$ cat src/design/dsr_pkg.sv
package dsr_pkg;

  // ----------------------------------------------------------------
  // widths and counts
  // ----------------------------------------------------------------
  localparam int DSR_DATA_W = 8;
  localparam int DSR_ADDR_W = 8;
  localparam int DSR_FIELD_W = 2;
  localparam int DSR_OUT_COUNT = 20;
  localparam int DSR_OUT_REGS = 5;
  localparam int DSR_FIELDS_PER_REG = 4;
  localparam int DSR_DFB_FIRST = 8;
  localparam int DSR_DFB_LAST = 13;
  localparam int DSR_IGN_COUNT = 4;
  localparam int DSR_SYNC_PINS = 3;

  // ----------------------------------------------------------------
  // register offsets
  // ----------------------------------------------------------------
  localparam logic [7:0] DSR_OFF_SENSOR_FLAGS = 8'h22;
  localparam logic [7:0] DSR_OFF_SENSOR_MEAS = 8'h23;
  localparam logic [7:0] DSR_OFF_COMM_FAULTS = 8'h24;
  localparam logic [7:0] DSR_OFF_OUT_1_4 = 8'h25;
  localparam logic [7:0] DSR_OFF_OUT_5_8 = 8'h26;
  localparam logic [7:0] DSR_OFF_OUT_9_12 = 8'h27;
  localparam logic [7:0] DSR_OFF_OUT_13_16 = 8'h28;
  localparam logic [7:0] DSR_OFF_OUT_17_20 = 8'h29;
  localparam logic [7:0] DSR_OFF_OUT_OV = 8'h2a;
  localparam logic [7:0] DSR_OFF_BRIDGE_OFF = 8'h2b;
  localparam logic [7:0] DSR_OFF_BRIDGE_FAULT = 8'h2c;
  localparam logic [7:0] DSR_OFF_IGN_DIAG = 8'h2d;
  localparam logic [7:0] DSR_OFF_WD_FAULTS = 8'h2e;
  localparam logic [7:0] DSR_OFF_EOT_LOW = 8'h31;
  localparam logic [7:0] DSR_OFF_EOT_MID = 8'h32;
  localparam logic [7:0] DSR_OFF_EOT_HIGH = 8'h33;
  localparam logic [7:0] DSR_OFF_OP_STATE = 8'h34;
  localparam logic [7:0] DSR_OFF_RESET_CAUSE = 8'h35;
  localparam logic [7:0] DSR_OFF_WWD_ERR_CNT = 8'h36;
  localparam logic [7:0] DSR_OFF_FWD_PASS_CNT = 8'h37;
  localparam logic [7:0] DSR_OFF_FWD_QUEST = 8'h38;
  localparam logic [7:0] DSR_OFF_TEC = 8'h39;

  // ----------------------------------------------------------------
  // reset values
  // ----------------------------------------------------------------
  localparam logic [7:0] DSR_RST_ZERO = 8'h00;
  localparam logic [7:0] DSR_RST_WD_CNT = 8'h30;
  localparam logic [7:0] DSR_RST_FWD_QUEST = 8'h30;
  localparam logic [7:0] DSR_UNMAPPED_DATA = 8'h00;

  // ----------------------------------------------------------------
  // two-bit diagnosis codes
  // ----------------------------------------------------------------
  localparam logic [1:0] DSR_CODE_NONE = 2'h0;
  localparam logic [1:0] DSR_CODE_SHORT_BAT = 2'h1;
  localparam logic [1:0] DSR_CODE_OPEN = 2'h2;
  localparam logic [1:0] DSR_CODE_SHORT_GND = 2'h3;

  // ----------------------------------------------------------------
  // field positions
  // ----------------------------------------------------------------
  localparam int DSR_SNS_OL_VALID = 4;
  localparam int DSR_SNS_SC_VALID = 3;
  localparam int DSR_SNS_OPEN = 2;
  localparam int DSR_SNS_SHORT_BAT = 1;
  localparam int DSR_SNS_SHORT_GND = 0;
  localparam int DSR_MEAS_VALID = 7;
  localparam int DSR_MEAS_W = 7;
  localparam int DSR_COMM_LIN_OT = 5;
  localparam int DSR_COMM_CAN_OT = 4;
  localparam int DSR_COMM_CAN_TXTO = 3;
  localparam int DSR_COMM_CAN_CLAMP = 2;
  localparam int DSR_COMM_FRAME = 1;
  localparam int DSR_COMM_TIMEOUT = 0;
  localparam int DSR_OV_W = 6;
  localparam int DSR_BRI_PAIR2_OT = 5;
  localparam int DSR_BRI_PAIR1_OT = 4;
  localparam int DSR_BRI_OC_W = 4;
  localparam int DSR_WD_TEC_RES = 6;
  localparam int DSR_WD_FWD_RES = 5;
  localparam int DSR_WD_WWD_RES = 4;
  localparam int DSR_WD_FWD_CUR = 3;
  localparam int DSR_WD_FWD_PREV = 2;
  localparam int DSR_WD_WWD_EARLY = 1;
  localparam int DSR_WD_WWD_TO = 0;
  localparam int DSR_OP_EOT_WAKE = 7;
  localparam int DSR_OP_CAN_WAKE = 6;
  localparam int DSR_OP_INT_WAKE = 5;
  localparam int DSR_OP_SUPERVISION = 4;
  localparam int DSR_OP_MAIN_RELAY = 3;
  localparam int DSR_OP_AFTERRUN = 2;
  localparam int DSR_OP_WAKE_PIN = 1;
  localparam int DSR_OP_KEY_PIN = 0;
  localparam int DSR_RC_LOCK = 7;
  localparam int DSR_RC_OE = 6;
  localparam int DSR_RC_CAUSE_W = 6;
  localparam int DSR_CNT_W = 6;
  localparam int DSR_RESP_LSB = 4;
  localparam int DSR_RESP_W = 2;
  localparam int DSR_QUEST_W = 4;
  localparam int DSR_EOT_W = 24;

endpackage

$ cat src/design/dsr_fault_if.sv
`timescale 1ns/1ps
// fault indications of one output and the code that sums them up
interface dsr_fault_if;
  logic short_bat;
  logic overtemp;
  logic open_load;
  logic short_gnd;
  logic [1:0] code;

  modport enc
  (
    input short_bat,
    input overtemp,
    input open_load,
    input short_gnd,
    output code
  );

  modport src
  (
    output short_bat,
    output overtemp,
    output open_load,
    output short_gnd,
    input code
  );
endinterface

$ cat src/design/dsr_fault_enc.sv
`timescale 1ns/1ps
// ------------------------------------------------------------------
// two-bit fault encoder for one output
// ------------------------------------------------------------------
module dsr_fault_enc
  import dsr_pkg::*;
#(
  parameter bit HAS_DFB = 1'b0
)
(
  dsr_fault_if.enc port
);

  // drain feedback outputs report short to battery only
  logic bat_hit;
  assign bat_hit = port.short_bat | (port.overtemp & ~HAS_DFB);

  // short to battery wins, then short to ground, then open load
  always_comb
  begin
    if (bat_hit)
    begin
      port.code = DSR_CODE_SHORT_BAT;
    end
    else if (port.short_gnd)
    begin
      port.code = DSR_CODE_SHORT_GND;
    end
    else if (port.open_load)
    begin
      port.code = DSR_CODE_OPEN;
    end
    else
    begin
      port.code = DSR_CODE_NONE;
    end
  end

endmodule

$ cat src/design/dsr_diag_status_bank.sv
`timescale 1ns/1ps
// Behaviour
// - sensor flags: open-load valid bit4, short valid bit3, open/bat/gnd bits 2..0.
// - sensor measurement value bits 6:0, valid at bit 7, zero after reset.
// - comm faults bits 5..0: LIN OT, CAN OT, TX timeout, clamp, frame, timeout.
// - general output codes: 0 none, 1 bat/overtemp, 2 open off, 3 gnd off.
// - outputs 8 to 13 use code 1 for short to battery only.
// - four outputs per register, lowest in bits 1:0, outputs 1 to 20.
// - overvoltage flag per output 8 to 13, output 8 at bit 0.
// - bridge outputs 21 to 24 off diagnosis, output 21 in bits 1:0.
// - bridge pair overtemp bits 5 and 4, overcurrent outputs 24..21 bits 3..0.
// - ignition codes: 0 none, 1 bat/overtemp, 2 open, 3 gnd on.
// - watchdog reset causes: total error bit6, functional bit5, window bit4.
// - functional response error current sequence bit3, previous sequence bit2.
// - window service too early bit1, window timeout bit0.
// - engine off count 24 bits in three readable bytes, reset zero.
// - wake sources: engine off timer bit7, CAN bit6, combined internal bit5.
// - main relay on at bit3, afterrun mode at bit2.
// - supervision pin level bit4, wake pin bit1, key pin bit0.
// - configuration lock at bit7, global output enable at bit6.
// - reset cause flags bits 5..0, valid only without internal power-on reset.
// - window error and functional pass counters, 6 bits, reset 110000.
// - response counter bits 5:4 reset 11, question bits 3:0 reset zero.
// - total error counter, 6 bits, reset 110000.
module dsr_diag_status_bank
  import dsr_pkg::*;
(
  input wire logic mclk,
  input wire logic rst_n,
  input wire logic rd_req,
  input wire logic wr_req,
  input wire logic [DSR_ADDR_W-1:0] addr,
  output logic [DSR_DATA_W-1:0] rd_data_q,
  output logic rd_valid_q,
  output logic wr_refused_q,
  input wire logic sensor_openload_data_valid,
  input wire logic sensor_short_data_valid,
  input wire logic sensor_open_load,
  input wire logic sensor_short_bat,
  input wire logic sensor_short_gnd,
  input wire logic sensor_adc_data_valid,
  input wire logic [DSR_MEAS_W-1:0] sensor_measurement_value,
  input wire logic lin_overtemperature,
  input wire logic can_overtemperature,
  input wire logic can_transmit_dominant_timeout,
  input wire logic can_bus_dominant_clamp,
  input wire logic serial_frame_error,
  input wire logic serial_channel_timeout,
  input wire logic [DSR_OUT_COUNT-1:0] out_short_bat,
  input wire logic [DSR_OUT_COUNT-1:0] out_overtemp,
  input wire logic [DSR_OUT_COUNT-1:0] out_open_off,
  input wire logic [DSR_OUT_COUNT-1:0] out_short_gnd_off,
  input wire logic [DSR_OV_W-1:0] out_overvoltage,
  input wire logic [DSR_DATA_W-1:0] bridge_off_code,
  input wire logic [1:0] bridge_pair_overtemp,
  input wire logic [DSR_BRI_OC_W-1:0] bridge_overcurrent,
  input wire logic [DSR_IGN_COUNT-1:0] ign_short_bat,
  input wire logic [DSR_IGN_COUNT-1:0] ign_overtemp,
  input wire logic [DSR_IGN_COUNT-1:0] ign_open_load,
  input wire logic [DSR_IGN_COUNT-1:0] ign_short_gnd_on,
  input wire logic total_error_reset_flag,
  input wire logic functional_wd_reset_flag,
  input wire logic window_wd_reset_flag,
  input wire logic functional_wd_current_response_error,
  input wire logic functional_wd_previous_response_error,
  input wire logic window_wd_early_service,
  input wire logic window_wd_timeout,
  input wire logic [DSR_EOT_W-1:0] engine_off_count,
  input wire logic engine_off_timer_wake,
  input wire logic can_bus_wake,
  input wire logic combined_internal_wake,
  input wire logic supervision_pin,
  input wire logic main_relay_on,
  input wire logic afterrun_mode_flag,
  input wire logic wake_pin_level,
  input wire logic key_pin_level,
  input wire logic config_locked,
  input wire logic global_output_enable,
  input wire logic engine_off_timer_reset_flag,
  input wire logic external_pin_reset_flag,
  input wire logic supply_overvoltage_reset_flag,
  input wire logic supply_undervoltage_reset_flag,
  input wire logic watchdog_reset_flag,
  input wire logic afterrun_reset_flag,
  input wire logic internal_por_seen,
  input wire logic [DSR_CNT_W-1:0] window_wd_error_count,
  input wire logic [DSR_CNT_W-1:0] functional_wd_pass_count,
  input wire logic [DSR_RESP_W-1:0] functional_wd_response_count,
  input wire logic [DSR_QUEST_W-1:0] functional_wd_question,
  input wire logic [DSR_CNT_W-1:0] total_error_count
);

  // ----------------------------------------------------------------
  // declarations
  // ----------------------------------------------------------------
  logic [1:0] out_code [DSR_OUT_COUNT];
  logic [1:0] ign_code [DSR_IGN_COUNT];
  logic [DSR_SYNC_PINS-1:0] pin_meta_q;
  logic [DSR_SYNC_PINS-1:0] pin_sync_q;
  logic [DSR_DATA_W-1:0] sensor_flags_d;
  logic [DSR_DATA_W-1:0] sensor_flags_q;
  logic [DSR_DATA_W-1:0] sensor_meas_d;
  logic [DSR_DATA_W-1:0] sensor_meas_q;
  logic [DSR_DATA_W-1:0] comm_faults_d;
  logic [DSR_DATA_W-1:0] comm_faults_q;
  logic [DSR_DATA_W-1:0] out_diag_d [DSR_OUT_REGS];
  logic [DSR_DATA_W-1:0] out_diag_q [DSR_OUT_REGS];
  logic [DSR_DATA_W-1:0] out_ov_q;
  logic [DSR_DATA_W-1:0] bridge_off_q;
  logic [DSR_DATA_W-1:0] bridge_fault_d;
  logic [DSR_DATA_W-1:0] bridge_fault_q;
  logic [DSR_DATA_W-1:0] ign_diag_d;
  logic [DSR_DATA_W-1:0] ign_diag_q;
  logic [DSR_DATA_W-1:0] wd_faults_d;
  logic [DSR_DATA_W-1:0] wd_faults_q;
  logic [DSR_EOT_W-1:0] eot_count_q;
  logic [DSR_DATA_W-1:0] op_state_d;
  logic [DSR_DATA_W-1:0] op_state_q;
  logic [DSR_DATA_W-1:0] reset_cause_d;
  logic [DSR_DATA_W-1:0] reset_cause_q;
  logic [DSR_DATA_W-1:0] wwd_err_cnt_q;
  logic [DSR_DATA_W-1:0] fwd_pass_cnt_q;
  logic [DSR_DATA_W-1:0] fwd_quest_q;
  logic [DSR_DATA_W-1:0] tec_q;
  logic [DSR_DATA_W-1:0] rd_mux;

  // ----------------------------------------------------------------
  // fault encoders for outputs 1 to 20 and ignition 1 to 4
  // ----------------------------------------------------------------
  for (genvar gi = 0; gi < DSR_OUT_COUNT; gi++)
  begin : g_out
    dsr_fault_if fif ();
    assign fif.short_bat = out_short_bat[gi];
    assign fif.overtemp = out_overtemp[gi];
    assign fif.open_load = out_open_off[gi];
    assign fif.short_gnd = out_short_gnd_off[gi];
    // drain feedback outputs take the reduced code set
    dsr_fault_enc #(
      .HAS_DFB((gi + 1 >= DSR_DFB_FIRST) && (gi + 1 <= DSR_DFB_LAST))
    ) u_enc (
      .port(fif.enc)
    );
    assign out_code[gi] = fif.code;
  end

  for (genvar gi = 0; gi < DSR_IGN_COUNT; gi++)
  begin : g_ign
    dsr_fault_if fif ();
    assign fif.short_bat = ign_short_bat[gi];
    assign fif.overtemp = ign_overtemp[gi];
    assign fif.open_load = ign_open_load[gi];
    assign fif.short_gnd = ign_short_gnd_on[gi];
    dsr_fault_enc #(
      .HAS_DFB(1'b0)
    ) u_enc (
      .port(fif.enc)
    );
    assign ign_code[gi] = fif.code;
  end

  // ----------------------------------------------------------------
  // pin synchronisers: supervision, wake, key
  // ----------------------------------------------------------------
  always_ff @(posedge mclk)
  begin
    if (!rst_n)
    begin
      pin_meta_q <= '0;
      pin_sync_q <= '0;
    end
    else
    begin
      pin_meta_q <= {supervision_pin, wake_pin_level, key_pin_level};
      pin_sync_q <= pin_meta_q;
    end
  end

  // ----------------------------------------------------------------
  // field packing
  // ----------------------------------------------------------------
  // sensor, communication and bridge fields
  always_comb
  begin
    sensor_flags_d = '0;
    sensor_flags_d[DSR_SNS_OL_VALID] = sensor_openload_data_valid;
    sensor_flags_d[DSR_SNS_SC_VALID] = sensor_short_data_valid;
    sensor_flags_d[DSR_SNS_OPEN] = sensor_open_load;
    sensor_flags_d[DSR_SNS_SHORT_BAT] = sensor_short_bat;
    sensor_flags_d[DSR_SNS_SHORT_GND] = sensor_short_gnd;
    sensor_meas_d = {sensor_adc_data_valid, sensor_measurement_value};
    comm_faults_d = '0;
    comm_faults_d[DSR_COMM_LIN_OT] = lin_overtemperature;
    comm_faults_d[DSR_COMM_CAN_OT] = can_overtemperature;
    comm_faults_d[DSR_COMM_CAN_TXTO] = can_transmit_dominant_timeout;
    comm_faults_d[DSR_COMM_CAN_CLAMP] = can_bus_dominant_clamp;
    comm_faults_d[DSR_COMM_FRAME] = serial_frame_error;
    comm_faults_d[DSR_COMM_TIMEOUT] = serial_channel_timeout;
    bridge_fault_d = '0;
    bridge_fault_d[DSR_BRI_PAIR2_OT] = bridge_pair_overtemp[1];
    bridge_fault_d[DSR_BRI_PAIR1_OT] = bridge_pair_overtemp[0];
    bridge_fault_d[DSR_BRI_OC_W-1:0] = bridge_overcurrent;
  end

  // four two-bit fields per output register, lowest output in bits 1:0
  always_comb
  begin
    for (int r = 0; r < DSR_OUT_REGS; r++)
    begin
      out_diag_d[r] = '0;
      for (int f = 0; f < DSR_FIELDS_PER_REG; f++)
      begin
        out_diag_d[r][f*DSR_FIELD_W +: DSR_FIELD_W] =
          out_code[r*DSR_FIELDS_PER_REG + f];
      end
    end
    ign_diag_d = '0;
    for (int f = 0; f < DSR_IGN_COUNT; f++)
    begin
      ign_diag_d[f*DSR_FIELD_W +: DSR_FIELD_W] = ign_code[f];
    end
  end

  // watchdog, operating state and reset cause fields
  always_comb
  begin
    wd_faults_d = '0;
    wd_faults_d[DSR_WD_TEC_RES] = total_error_reset_flag;
    wd_faults_d[DSR_WD_FWD_RES] = functional_wd_reset_flag;
    wd_faults_d[DSR_WD_WWD_RES] = window_wd_reset_flag;
    wd_faults_d[DSR_WD_FWD_CUR] = functional_wd_current_response_error;
    wd_faults_d[DSR_WD_FWD_PREV] = functional_wd_previous_response_error;
    wd_faults_d[DSR_WD_WWD_EARLY] = window_wd_early_service;
    wd_faults_d[DSR_WD_WWD_TO] = window_wd_timeout;
    op_state_d = '0;
    op_state_d[DSR_OP_EOT_WAKE] = engine_off_timer_wake;
    op_state_d[DSR_OP_CAN_WAKE] = can_bus_wake;
    op_state_d[DSR_OP_INT_WAKE] = combined_internal_wake;
    op_state_d[DSR_OP_SUPERVISION] = pin_sync_q[2];
    op_state_d[DSR_OP_MAIN_RELAY] = main_relay_on;
    op_state_d[DSR_OP_AFTERRUN] = afterrun_mode_flag;
    op_state_d[DSR_OP_WAKE_PIN] = pin_sync_q[1];
    op_state_d[DSR_OP_KEY_PIN] = pin_sync_q[0];
    reset_cause_d = '0;
    reset_cause_d[DSR_RC_LOCK] = config_locked;
    reset_cause_d[DSR_RC_OE] = global_output_enable;
    // cause flags hidden while an internal power-on reset is on record
    if (!internal_por_seen)
    begin
      reset_cause_d[DSR_RC_CAUSE_W-1:0] = {engine_off_timer_reset_flag,
        external_pin_reset_flag, supply_overvoltage_reset_flag,
        supply_undervoltage_reset_flag, watchdog_reset_flag,
        afterrun_reset_flag};
    end
  end

  // ----------------------------------------------------------------
  // snapshot registers, refreshed every clock from the sources
  // ----------------------------------------------------------------
  // diagnosis snapshots
  always_ff @(posedge mclk)
  begin
    if (!rst_n)
    begin
      sensor_flags_q <= DSR_RST_ZERO;
      sensor_meas_q <= DSR_RST_ZERO;
      comm_faults_q <= DSR_RST_ZERO;
      out_ov_q <= DSR_RST_ZERO;
      bridge_off_q <= DSR_RST_ZERO;
      bridge_fault_q <= DSR_RST_ZERO;
      ign_diag_q <= DSR_RST_ZERO;
      wd_faults_q <= DSR_RST_ZERO;
      for (int r = 0; r < DSR_OUT_REGS; r++)
      begin
        out_diag_q[r] <= DSR_RST_ZERO;
      end
    end
    else
    begin
      sensor_flags_q <= sensor_flags_d;
      sensor_meas_q <= sensor_meas_d;
      comm_faults_q <= comm_faults_d;
      out_ov_q <= {{(DSR_DATA_W-DSR_OV_W){1'b0}}, out_overvoltage};
      bridge_off_q <= bridge_off_code;
      bridge_fault_q <= bridge_fault_d;
      ign_diag_q <= ign_diag_d;
      wd_faults_q <= wd_faults_d;
      for (int r = 0; r < DSR_OUT_REGS; r++)
      begin
        out_diag_q[r] <= out_diag_d[r];
      end
    end
  end

  // status and counter snapshots
  always_ff @(posedge mclk)
  begin
    if (!rst_n)
    begin
      eot_count_q <= '0;
      op_state_q <= DSR_RST_ZERO;
      reset_cause_q <= DSR_RST_ZERO;
      wwd_err_cnt_q <= DSR_RST_WD_CNT;
      fwd_pass_cnt_q <= DSR_RST_WD_CNT;
      fwd_quest_q <= DSR_RST_FWD_QUEST;
      tec_q <= DSR_RST_WD_CNT;
    end
    else
    begin
      eot_count_q <= engine_off_count;
      op_state_q <= op_state_d;
      reset_cause_q <= reset_cause_d;
      wwd_err_cnt_q <= {2'h0, window_wd_error_count};
      fwd_pass_cnt_q <= {2'h0, functional_wd_pass_count};
      fwd_quest_q <= {2'h0, functional_wd_response_count,
        functional_wd_question};
      tec_q <= {2'h0, total_error_count};
    end
  end

  // ----------------------------------------------------------------
  // read decode
  // ----------------------------------------------------------------
  always_comb
  begin
    case (addr)
      DSR_OFF_SENSOR_FLAGS: rd_mux = sensor_flags_q;
      DSR_OFF_SENSOR_MEAS: rd_mux = sensor_meas_q;
      DSR_OFF_COMM_FAULTS: rd_mux = comm_faults_q;
      DSR_OFF_OUT_1_4: rd_mux = out_diag_q[0];
      DSR_OFF_OUT_5_8: rd_mux = out_diag_q[1];
      DSR_OFF_OUT_9_12: rd_mux = out_diag_q[2];
      DSR_OFF_OUT_13_16: rd_mux = out_diag_q[3];
      DSR_OFF_OUT_17_20: rd_mux = out_diag_q[4];
      DSR_OFF_OUT_OV: rd_mux = out_ov_q;
      DSR_OFF_BRIDGE_OFF: rd_mux = bridge_off_q;
      DSR_OFF_BRIDGE_FAULT: rd_mux = bridge_fault_q;
      DSR_OFF_IGN_DIAG: rd_mux = ign_diag_q;
      DSR_OFF_WD_FAULTS: rd_mux = wd_faults_q;
      DSR_OFF_EOT_LOW: rd_mux = eot_count_q[7:0];
      DSR_OFF_EOT_MID: rd_mux = eot_count_q[15:8];
      DSR_OFF_EOT_HIGH: rd_mux = eot_count_q[23:16];
      DSR_OFF_OP_STATE: rd_mux = op_state_q;
      DSR_OFF_RESET_CAUSE: rd_mux = reset_cause_q;
      DSR_OFF_WWD_ERR_CNT: rd_mux = wwd_err_cnt_q;
      DSR_OFF_FWD_PASS_CNT: rd_mux = fwd_pass_cnt_q;
      DSR_OFF_FWD_QUEST: rd_mux = fwd_quest_q;
      DSR_OFF_TEC: rd_mux = tec_q;
      default: rd_mux = DSR_UNMAPPED_DATA;
    endcase
  end

  // ----------------------------------------------------------------
  // access port: read answer and write refusal
  // ----------------------------------------------------------------
  // read data holds until the next read
  always_ff @(posedge mclk)
  begin
    if (!rst_n)
    begin
      rd_data_q <= '0;
      rd_valid_q <= 1'b0;
    end
    else
    begin
      rd_valid_q <= rd_req;
      if (rd_req)
      begin
        rd_data_q <= rd_mux;
      end
    end
  end

  // writes reach no storage; they are only acknowledged as refused
  always_ff @(posedge mclk)
  begin
    if (!rst_n)
    begin
      wr_refused_q <= 1'b0;
    end
    else
    begin
      wr_refused_q <= wr_req;
    end
  end

endmodule

$ cat config.mk
export PLATFORM = sky130hd
export DESIGN_NAME = dsr_diag_status_bank
export DESIGN_NICKNAME = d
export VERILOG_FILES = /design/src/design/dsr_pkg.sv /design/src/design/dsr_fault_if.sv /design/src/design/dsr_fault_enc.sv /design/src/design/dsr_diag_status_bank.sv
export SDC_FILE = /design/constraint.sdc
export NUM_CORES = 1
export LEC_CHECK = 0
export BUFFER_PORTS_ARGS = -buffer_cell sky130_fd_sc_hd__buf_2
export CORE_ASPECT_RATIO = 1.2
export CORE_UTILIZATION = 26
export CTS_CLUSTER_DIAMETER = 40
export DETAILED_ROUTE_END_ITERATION = 10
export GPL_TIMING_DRIVEN = 1
export PLACE_DENSITY_LB_ADDON = 0.1
export SETUP_SLACK_MARGIN = 0.5
export SYNTH_ARGS = -nofsm -noshare
export SYNTH_HDL_FRONTEND = slang
export SYNTH_SLANG_ARGS = --single-unit
$ cat constraint.sdc
create_clock -name mclk -period 2.2 [get_ports mclk]
set_input_delay 0 -clock mclk [delete_from_list [all_inputs] [get_ports mclk]]
set_output_delay 0 -clock mclk [all_outputs]
set_load 0.005 [all_outputs]
==> impl_metrics.json, run 1 <==
{
  "status": "finished, final reports clean",
  "clkPwrFrac": 0.416,
  "postRouteWirelength_um": 26020,
  "die_area_sq_um": 25990,
  "synth_warnings": 0,
  "port_buffers": 222,
  "sw_frac_of_total": 0.2298,
  "hpwl_um": 18280,
  "switchingPower_mw": 1.701,
  "die_x_um": 147.3,
  "synth-edff-count": 0,
  "synth_top_flop_cell": "dfxtp_1",
  "min_period_ns": 1.587,
  "start_util": 0.2655,
  "drc_errors": 0,
  "worstPathRequired_ns": 2.56,
  "worstHoldStart": "rst_n",
  "seqPwrFrac": 0.456,
  "critical_path_arrival_ns": 1.94,
  "area_growth_pct": 65.62,
  "setup_tns_ns": 0,
  "clk-insertion-delay-late_ns": 0.43,
  "synth.distinct_cells": 66,
  "io_pins": 229,
  "syn_nets": 889,
  "grt_pass1_wl_um": 38630,
  "grt_setup_unrepaired": "false",
  "ys_seq_area_frac": 0.5285,
  "clock-skew-final_ns": 0.006003,
  "finalPower_mw": 7.402,
  "viasPerCell": 4.544,
  "antenna_found_initial": 0,
  "htree_levels": 4,
  "cpMaxStageDelayCell": "or4b_1",
  "drive_gt1_frac": 0.2781,
  "crit_type": "input pin to flip-flop",
  "yosys_register_bits": 174,
  "core_sq_um": 24830,
  "clock_path_buffers": 2,
  "nNetsFinal": 1330,
  "grt_max_degree": 106,
  "grt_pass1_vias": 6829,
  "cts_buffers": 17,
  "hold_violations": 0,
  "netlist_area_sq_um": 6591,
  "cp-startpoint": "addr[4]",
  "drtIter0Drc": 249,
  "slowest_delay_ns": 0.74,
  "track_usage": 0.2019,
  "p_leak_nw": 4.752,
  "ctsRootBufferMaster": "clkbuf_16",
  "worstPathCellList": "buf_2 -> or4b_1 -> nor2_8 -> a22oi_1 -> mux4_2 -> a41oi_2",
  "intPower_mw": 5.701,
  "clk_pin_slew_ns": 0.06,
  "comb_power_share": 0.128,
  "post_cts_buffers": 0,
  "cp_max_fo": 6,
  "cts_tree": "yes",
  "setup_violations": 0,
  "ir_drop_mv": 0.4612,
  "syn_avg_cell_area_sq_um": 9.838,
  "synthArstFlopShare": 0,
  "maxCapViolations": 0,
  "start_kind": "input pin",
  "n_antenna_cell": 0,
  "relSlewSlack": 0.4900,
  "grt_overflow": 0,
  "fin_crit_sh": 0.7213,
  "routabilityCongestion": 0.8847,
  "cts.sinks": 174,
  "antenna_left": 0,
  "drv_slew": 0,
  "rows": 63,
  "powerDensity_nw_per_um2": 678.0,
  "vias": 6575,
  "worstMarginPinSlew_ns": 0.7635,
  "syn_inst": 670,
  "cp-end-kind": "flip-flop",
  "hold_class": "input pin to flip-flop",
  "clock.fmax_mhz": 630.1,
  "dr.pass1.iters": 6,
  "die_y_um": 176.4,
  "r2r_start": "bridge_off_q[0]",
  "drt-wirelength-per-cell_um": 17.98
}
[metal layers]
metal | GRT usage | vias to the layer above | wire [um]
li1 | - | 3264 | -
met1 | 0.2567 | 3060 | 11550
met2 | 0.3428 | 222 | 12740
met3 | 0.03385 | 29 | 1215
met4 | 0.07174 | 0 | 522
met5 | 0 | - | 0
[kinds of logic after synthesis]
logic type             share of synthesized area
multiplexers                             0.03246
flip-flops                                0.5285
buffers and inverters                    0.03379
AO/OA/AOI/OAI                             0.1401
AND/OR/NAND/NOR                           0.2652
[state kept, by name, indices dropped and copies added, names as in the netlist]
register and count:
tec_q 6, op_state_q 8, reset_cause_q 8, ign_diag_q 8, sensor_flags_q 5, eot_count_q 24
comm_faults_q 6, rd_data_q 8, wr_refused_q 1, sensor_meas_q 8, bridge_off_q 8, pin_meta_q 3
pin_sync_q 3, fwd_quest_q 6, out_diag_q 40, fwd_pass_cnt_q 6, bridge_fault_q 6, wwd_err_cnt_q 6
out_ov_q 6, rd_valid_q 1, wd_faults_q 7
[what timing repair did]
action | CTS | global route
hold endpoints to repair | 161 | 0
gates resized for setup | 0 | 2
endpoints found under the setup margin | 0 | 1
hold buffers | 208 | 0
[area by class of cell]
| type | count | area [sq um] |
|---|---|---|
| inverters | 5 | 18.77 |
| flip-flops and latches | 174 | 3483 |
| fillers | 2429 | 13910 |
| clock inverters | 10 | 138.9 |
| repair buffers | 471 | 3526 |
| well taps | 325 | 406.6 |
| clock buffers | 20 | 456.7 |
| multi-input cells | 442 | 2887 |
[cells in the final DEF, fill, tap and decap left out, types with 4 or more instances in the layout]
cell             n
buf_2          222
dlygate4sd3_1  208
dfxtp_1        174
and2_1         113
nor2_1          55
buf_4           39
nand2_1         24
nor3_1          19
nor4_1          19
nand3_1         17
clkbuf_16       17
a22oi_1         14
a21oi_1         12
and3_1          12
mux2i_1          9
mux2_2           9
nand4_1          9
nand2b_1         8
nor2b_1          8
a32o_1           8
o21ai_0          8
a31oi_1          8
a32oi_1          7
a22o_1           6
o31a_1           6
nand3b_1         5
a21o_1           4
o21ai_1          4
a211oi_1         4
a221o_1          4
a311oi_1         4
[critical path: cells and delay by family]
| kind | cells | cell delay [ns] |
|---|---|---|
| and+or+nand+nor | 2 | 1.00 |
| muxes | 1 | 0.51 |
| AOI/OAI and AO/OA | 2 | 0.30 |
| buffers and inverters | 1 | 0.13 |
[cell usage after synthesis (9+ instances only)]
master / n / area [sq um]
a21oi_1: 12 / 60.06
a22oi_1: 14 / 105.1
and2_1: 113 / 706.9
and3_1: 12 / 75.07
clkbuf_1: 37 / 138.9
dfxtp_1: 174 / 3483
mux2_2: 9 / 101.4
mux2i_1: 9 / 90.09
nand2_1: 24 / 90.09
nand3_1: 17 / 85.08
nand4_1: 9 / 56.30
nor2_1: 55 / 206.5
nor3_1: 19 / 95.09
nor4_1: 19 / 118.9
o21ai_0: 9 / 45.04
[through the flow]
| stage | instances | utilization | worst slack [ns] | hold WS [ns] | area, sq um |
|---|---|---|---|---|---|
| floorplan | 670 | - | 0.5754 | 0.07679 | 6591 |
| global placement | 1209 | 0.3318 | 0.1974 | 0.1849 | 8238 |
| detailed placement | 1209 | 0.3318 | 0.1583 | 0.1861 | 8238 |
| CTS | 1447 | 0.4396 | 0.6089 | 0.001978 | 10920 |
| global route | 1447 | 0.4397 | 0.5194 | 0.03290 | 10920 |
| finish | 1447 | 0.4397 | 0.6131 | 0.01282 | 10920 |
[power by group through the flow]
| stage | sequential [mW] | clock, mW | combinational (mW) |
|---|---|---|---|
| 5_1_grt | 3.39 | 3.29 | 1.03 |
| 3_3_place_gp | 3.45 | 0 | 0.669 |
| 6_report | 3.38 | 3.08 | 0.946 |
| 4_1_cts | 3.38 | 3.14 | 0.947 |
| 2_1_floorplan | 3.41 | 0 | 0.300 |
| 3_5_place_dp | 3.45 | 0 | 0.672 |
[path summary, 6_finish.rpt]
path	to	slack, ns	cells after the start
worst max-delay path	rd_data_q[1]	0.61	6
worst min-delay path	tec_q[5]	0.01	3
worst max register to register	rd_data_q[0]	0.65	5
worst min register to register	pin_sync_q[0]	0.43	1
No activity file was read; power rests on OpenSTA's default activity.
==> run 2: changes to the inputs <==
clock period = 1.65 ns   (was 2.2 ns; I/O delays follow)
==> run 2 against run 1 <==
  * Sequential power is 34% higher
  * Cell count up 1.4%
  * Non-clock buffer count grew 17
  * Clock skew is 0.0049 ns higher
  * Final area increased by 6.2%
  * Routed wire length is 6.0% higher
  * Clock-buffer cell count is the same
  * Sequential share of layout area fell by 1.8 points
==> impl_metrics.json, run 2 (synthesis gave the netlist of run 1 again) <==
{
  "rows": 63,
  "multiInputGateArea_sq_um": 3294,
  "largest_register_ffs": 40,
  "antenna_left": 0,
  "cp_max_fo": 1,
  "grt_max_degree": 71,
  "die_y_um": 176.4,
  "slowest_delay_ns": 0.30,
  "final_common_cell": "buf_2",
  "clock-skew-final_ns": 0.01086,
  "largestRegisters": "out_diag_q x40, eot_count_q x24",
  "nNetsFinal": 1347,
  "post_cts_buffers": 0,
  "track_usage": 0.2127,
  "status": "finished, final reports clean",
  "drt-wirelength-per-cell_um": 18.80,
  "port_buffers": 222,
  "start_kind": "flip-flop",
  "worstPathRequired_ns": 1.94,
  "crit_type": "flip-flop to flip-flop",
  "maxCapViolations": 0,
  "cts_buffers": 17,
  "top_register": "out_diag_q",
  "grt_overflow": 0,
  "ff_latch_area_sq_um": 3493,
  "ctsRootBufferMaster": "clkbuf_16",
  "dp_cells": 1225,
  "drtIter0Drc": 358,
  "postRouteWirelength_um": 27580,
  "drv_slew": 0,
  "setup_violations": 0,
  "worstMarginPinSlew_ns": 0.8444,
  "hold_violations": 0,
  "drc_errors": 0,
  "grt_pass1_wl_um": 40480,
  "fin_crit_sh": 0.8818,
  "hold_class": "input pin to flip-flop",
  "instances_no_fill": 1467,
  "drive_gt1_frac": 0.3471,
  "min_period_ns": 1.455,
  "viasPerCell": 4.578,
  "powerDensity_nw_per_um2": 873.5,
  "core_sq_um": 24830,
  "area_growth_pct": 75.85,
  "grt_setup_unrepaired": "true",
  "io_pins": 229,
  "clock.fmax_mhz": 687.3,
  "worstPathCellList": "mux2_4 -> a32o_2 -> a311oi_4 -> a41oi_2",
  "finalPower_mw": 10.12,
  "p_leak_nw": 4.992,
  "antenna_found_initial": 1,
  "grt_pass1_vias": 7046,
  "cts_tree": "yes",
  "ir_drop_mv": 0.6033,
  "num-fill-cells": 2365,
  "cpMaxStageDelayCell": "dfxtp_1",
  "dr.pass1.iters": 5,
  "die_area_sq_um": 25990,
  "clock_path_buffers": 2,
  "clk-insertion-delay-late_ns": 0.43,
  "hpwl_um": 19190,
  "cp-end-kind": "flip-flop",
  "routabilityCongestion": 0.8445,
  "htree_levels": 4,
  "clk_pin_slew_ns": 0.07,
  "final_cell_mix": "220 x buf_2, 203 x dlygate4sd3_1, 166 x dfxtp_1, 111 x and2_1, 53 x nor2_1",
  "critical_path_arrival_ns": 1.74,
  "vias": 6716,
  "cts.sinks": 174,
  "start_util": 0.2655,
  "relSlewSlack": 0.4350,
  "die_x_um": 147.3
}
[run 2: layout make-up]
cell class	count	area share
timing repair buffer	488	0.3242
sequential	174	0.3014
multi-input combinational	442	0.2842
clock buffer	20	0.03940
tap	325	0.03508
clock inverter	12	0.01360
inverter	5	0.001943
antenna	1	0.0002159
[run 2: layer usage]
layer,global-route usage,part of all wire
met2,0.3715,0.50
met1,0.2611,0.44
met3,0.03385,0.034
met4,0.08076,0.024
met5,0,0
[run 2: report_power, final]
| part | switching (mW) | internal [mW] |
|---|---|---|
| Sequential | 0.101 | 4.42 |
| Clock | 1.74 | 2.48 |
| Combinational | 0.576 | 0.810 |
[run 2: metrics by stage]
stage               cell area [sq um]  hold slack, ns  setup WS [ns]    util  TNS [ns]
floorplan                        6774         0.07679         0.1258       -         0
global placement                 8502          0.1838        -0.1031  0.3424   -0.1115
detailed placement               8502          0.1817       -0.09583  0.3424   -0.1446
CTS                             11400         0.06992         0.1801  0.4590         0
global route                    11590         0.07347         0.1313  0.4668         0
finish                          11590         0.06571         0.1950  0.4668         0
[run 2: path summary, 6_finish.rpt]
path,to,start,cells after the start,slack [ns]
worst max-delay path,rd_data_q[1],eot_count_q[9],4,0.19
worst min-delay path,ign_diag_q[3],ign_open_load[1],4,0.07
worst max register to register,rd_data_q[1],eot_count_q[9],4,0.19
worst min register to register,op_state_q[1],pin_sync_q[1],1,0.43
[run 2: critical path: cells and delay by family, from the launching register on]
| kind | cells | cell delay [ns] |
|---|---|---|
| flops | 1 | 0.30 |
| mux | 1 | 0.29 |
| compound gates | 3 | 0.73 |
[run 2: what timing repair did]
| action | 4_1_cts | 5_1_grt |
|---|---|---|
| resized for setup | 38 | 44 |
| cloned | 0 | 0 |
| endpoints found under the hold margin | 161 | 2 |
| endpoints found under the setup margin | 8 | 22 |
| pin swaps | 27 | 20 |
| hold buffers | 210 | 2 |
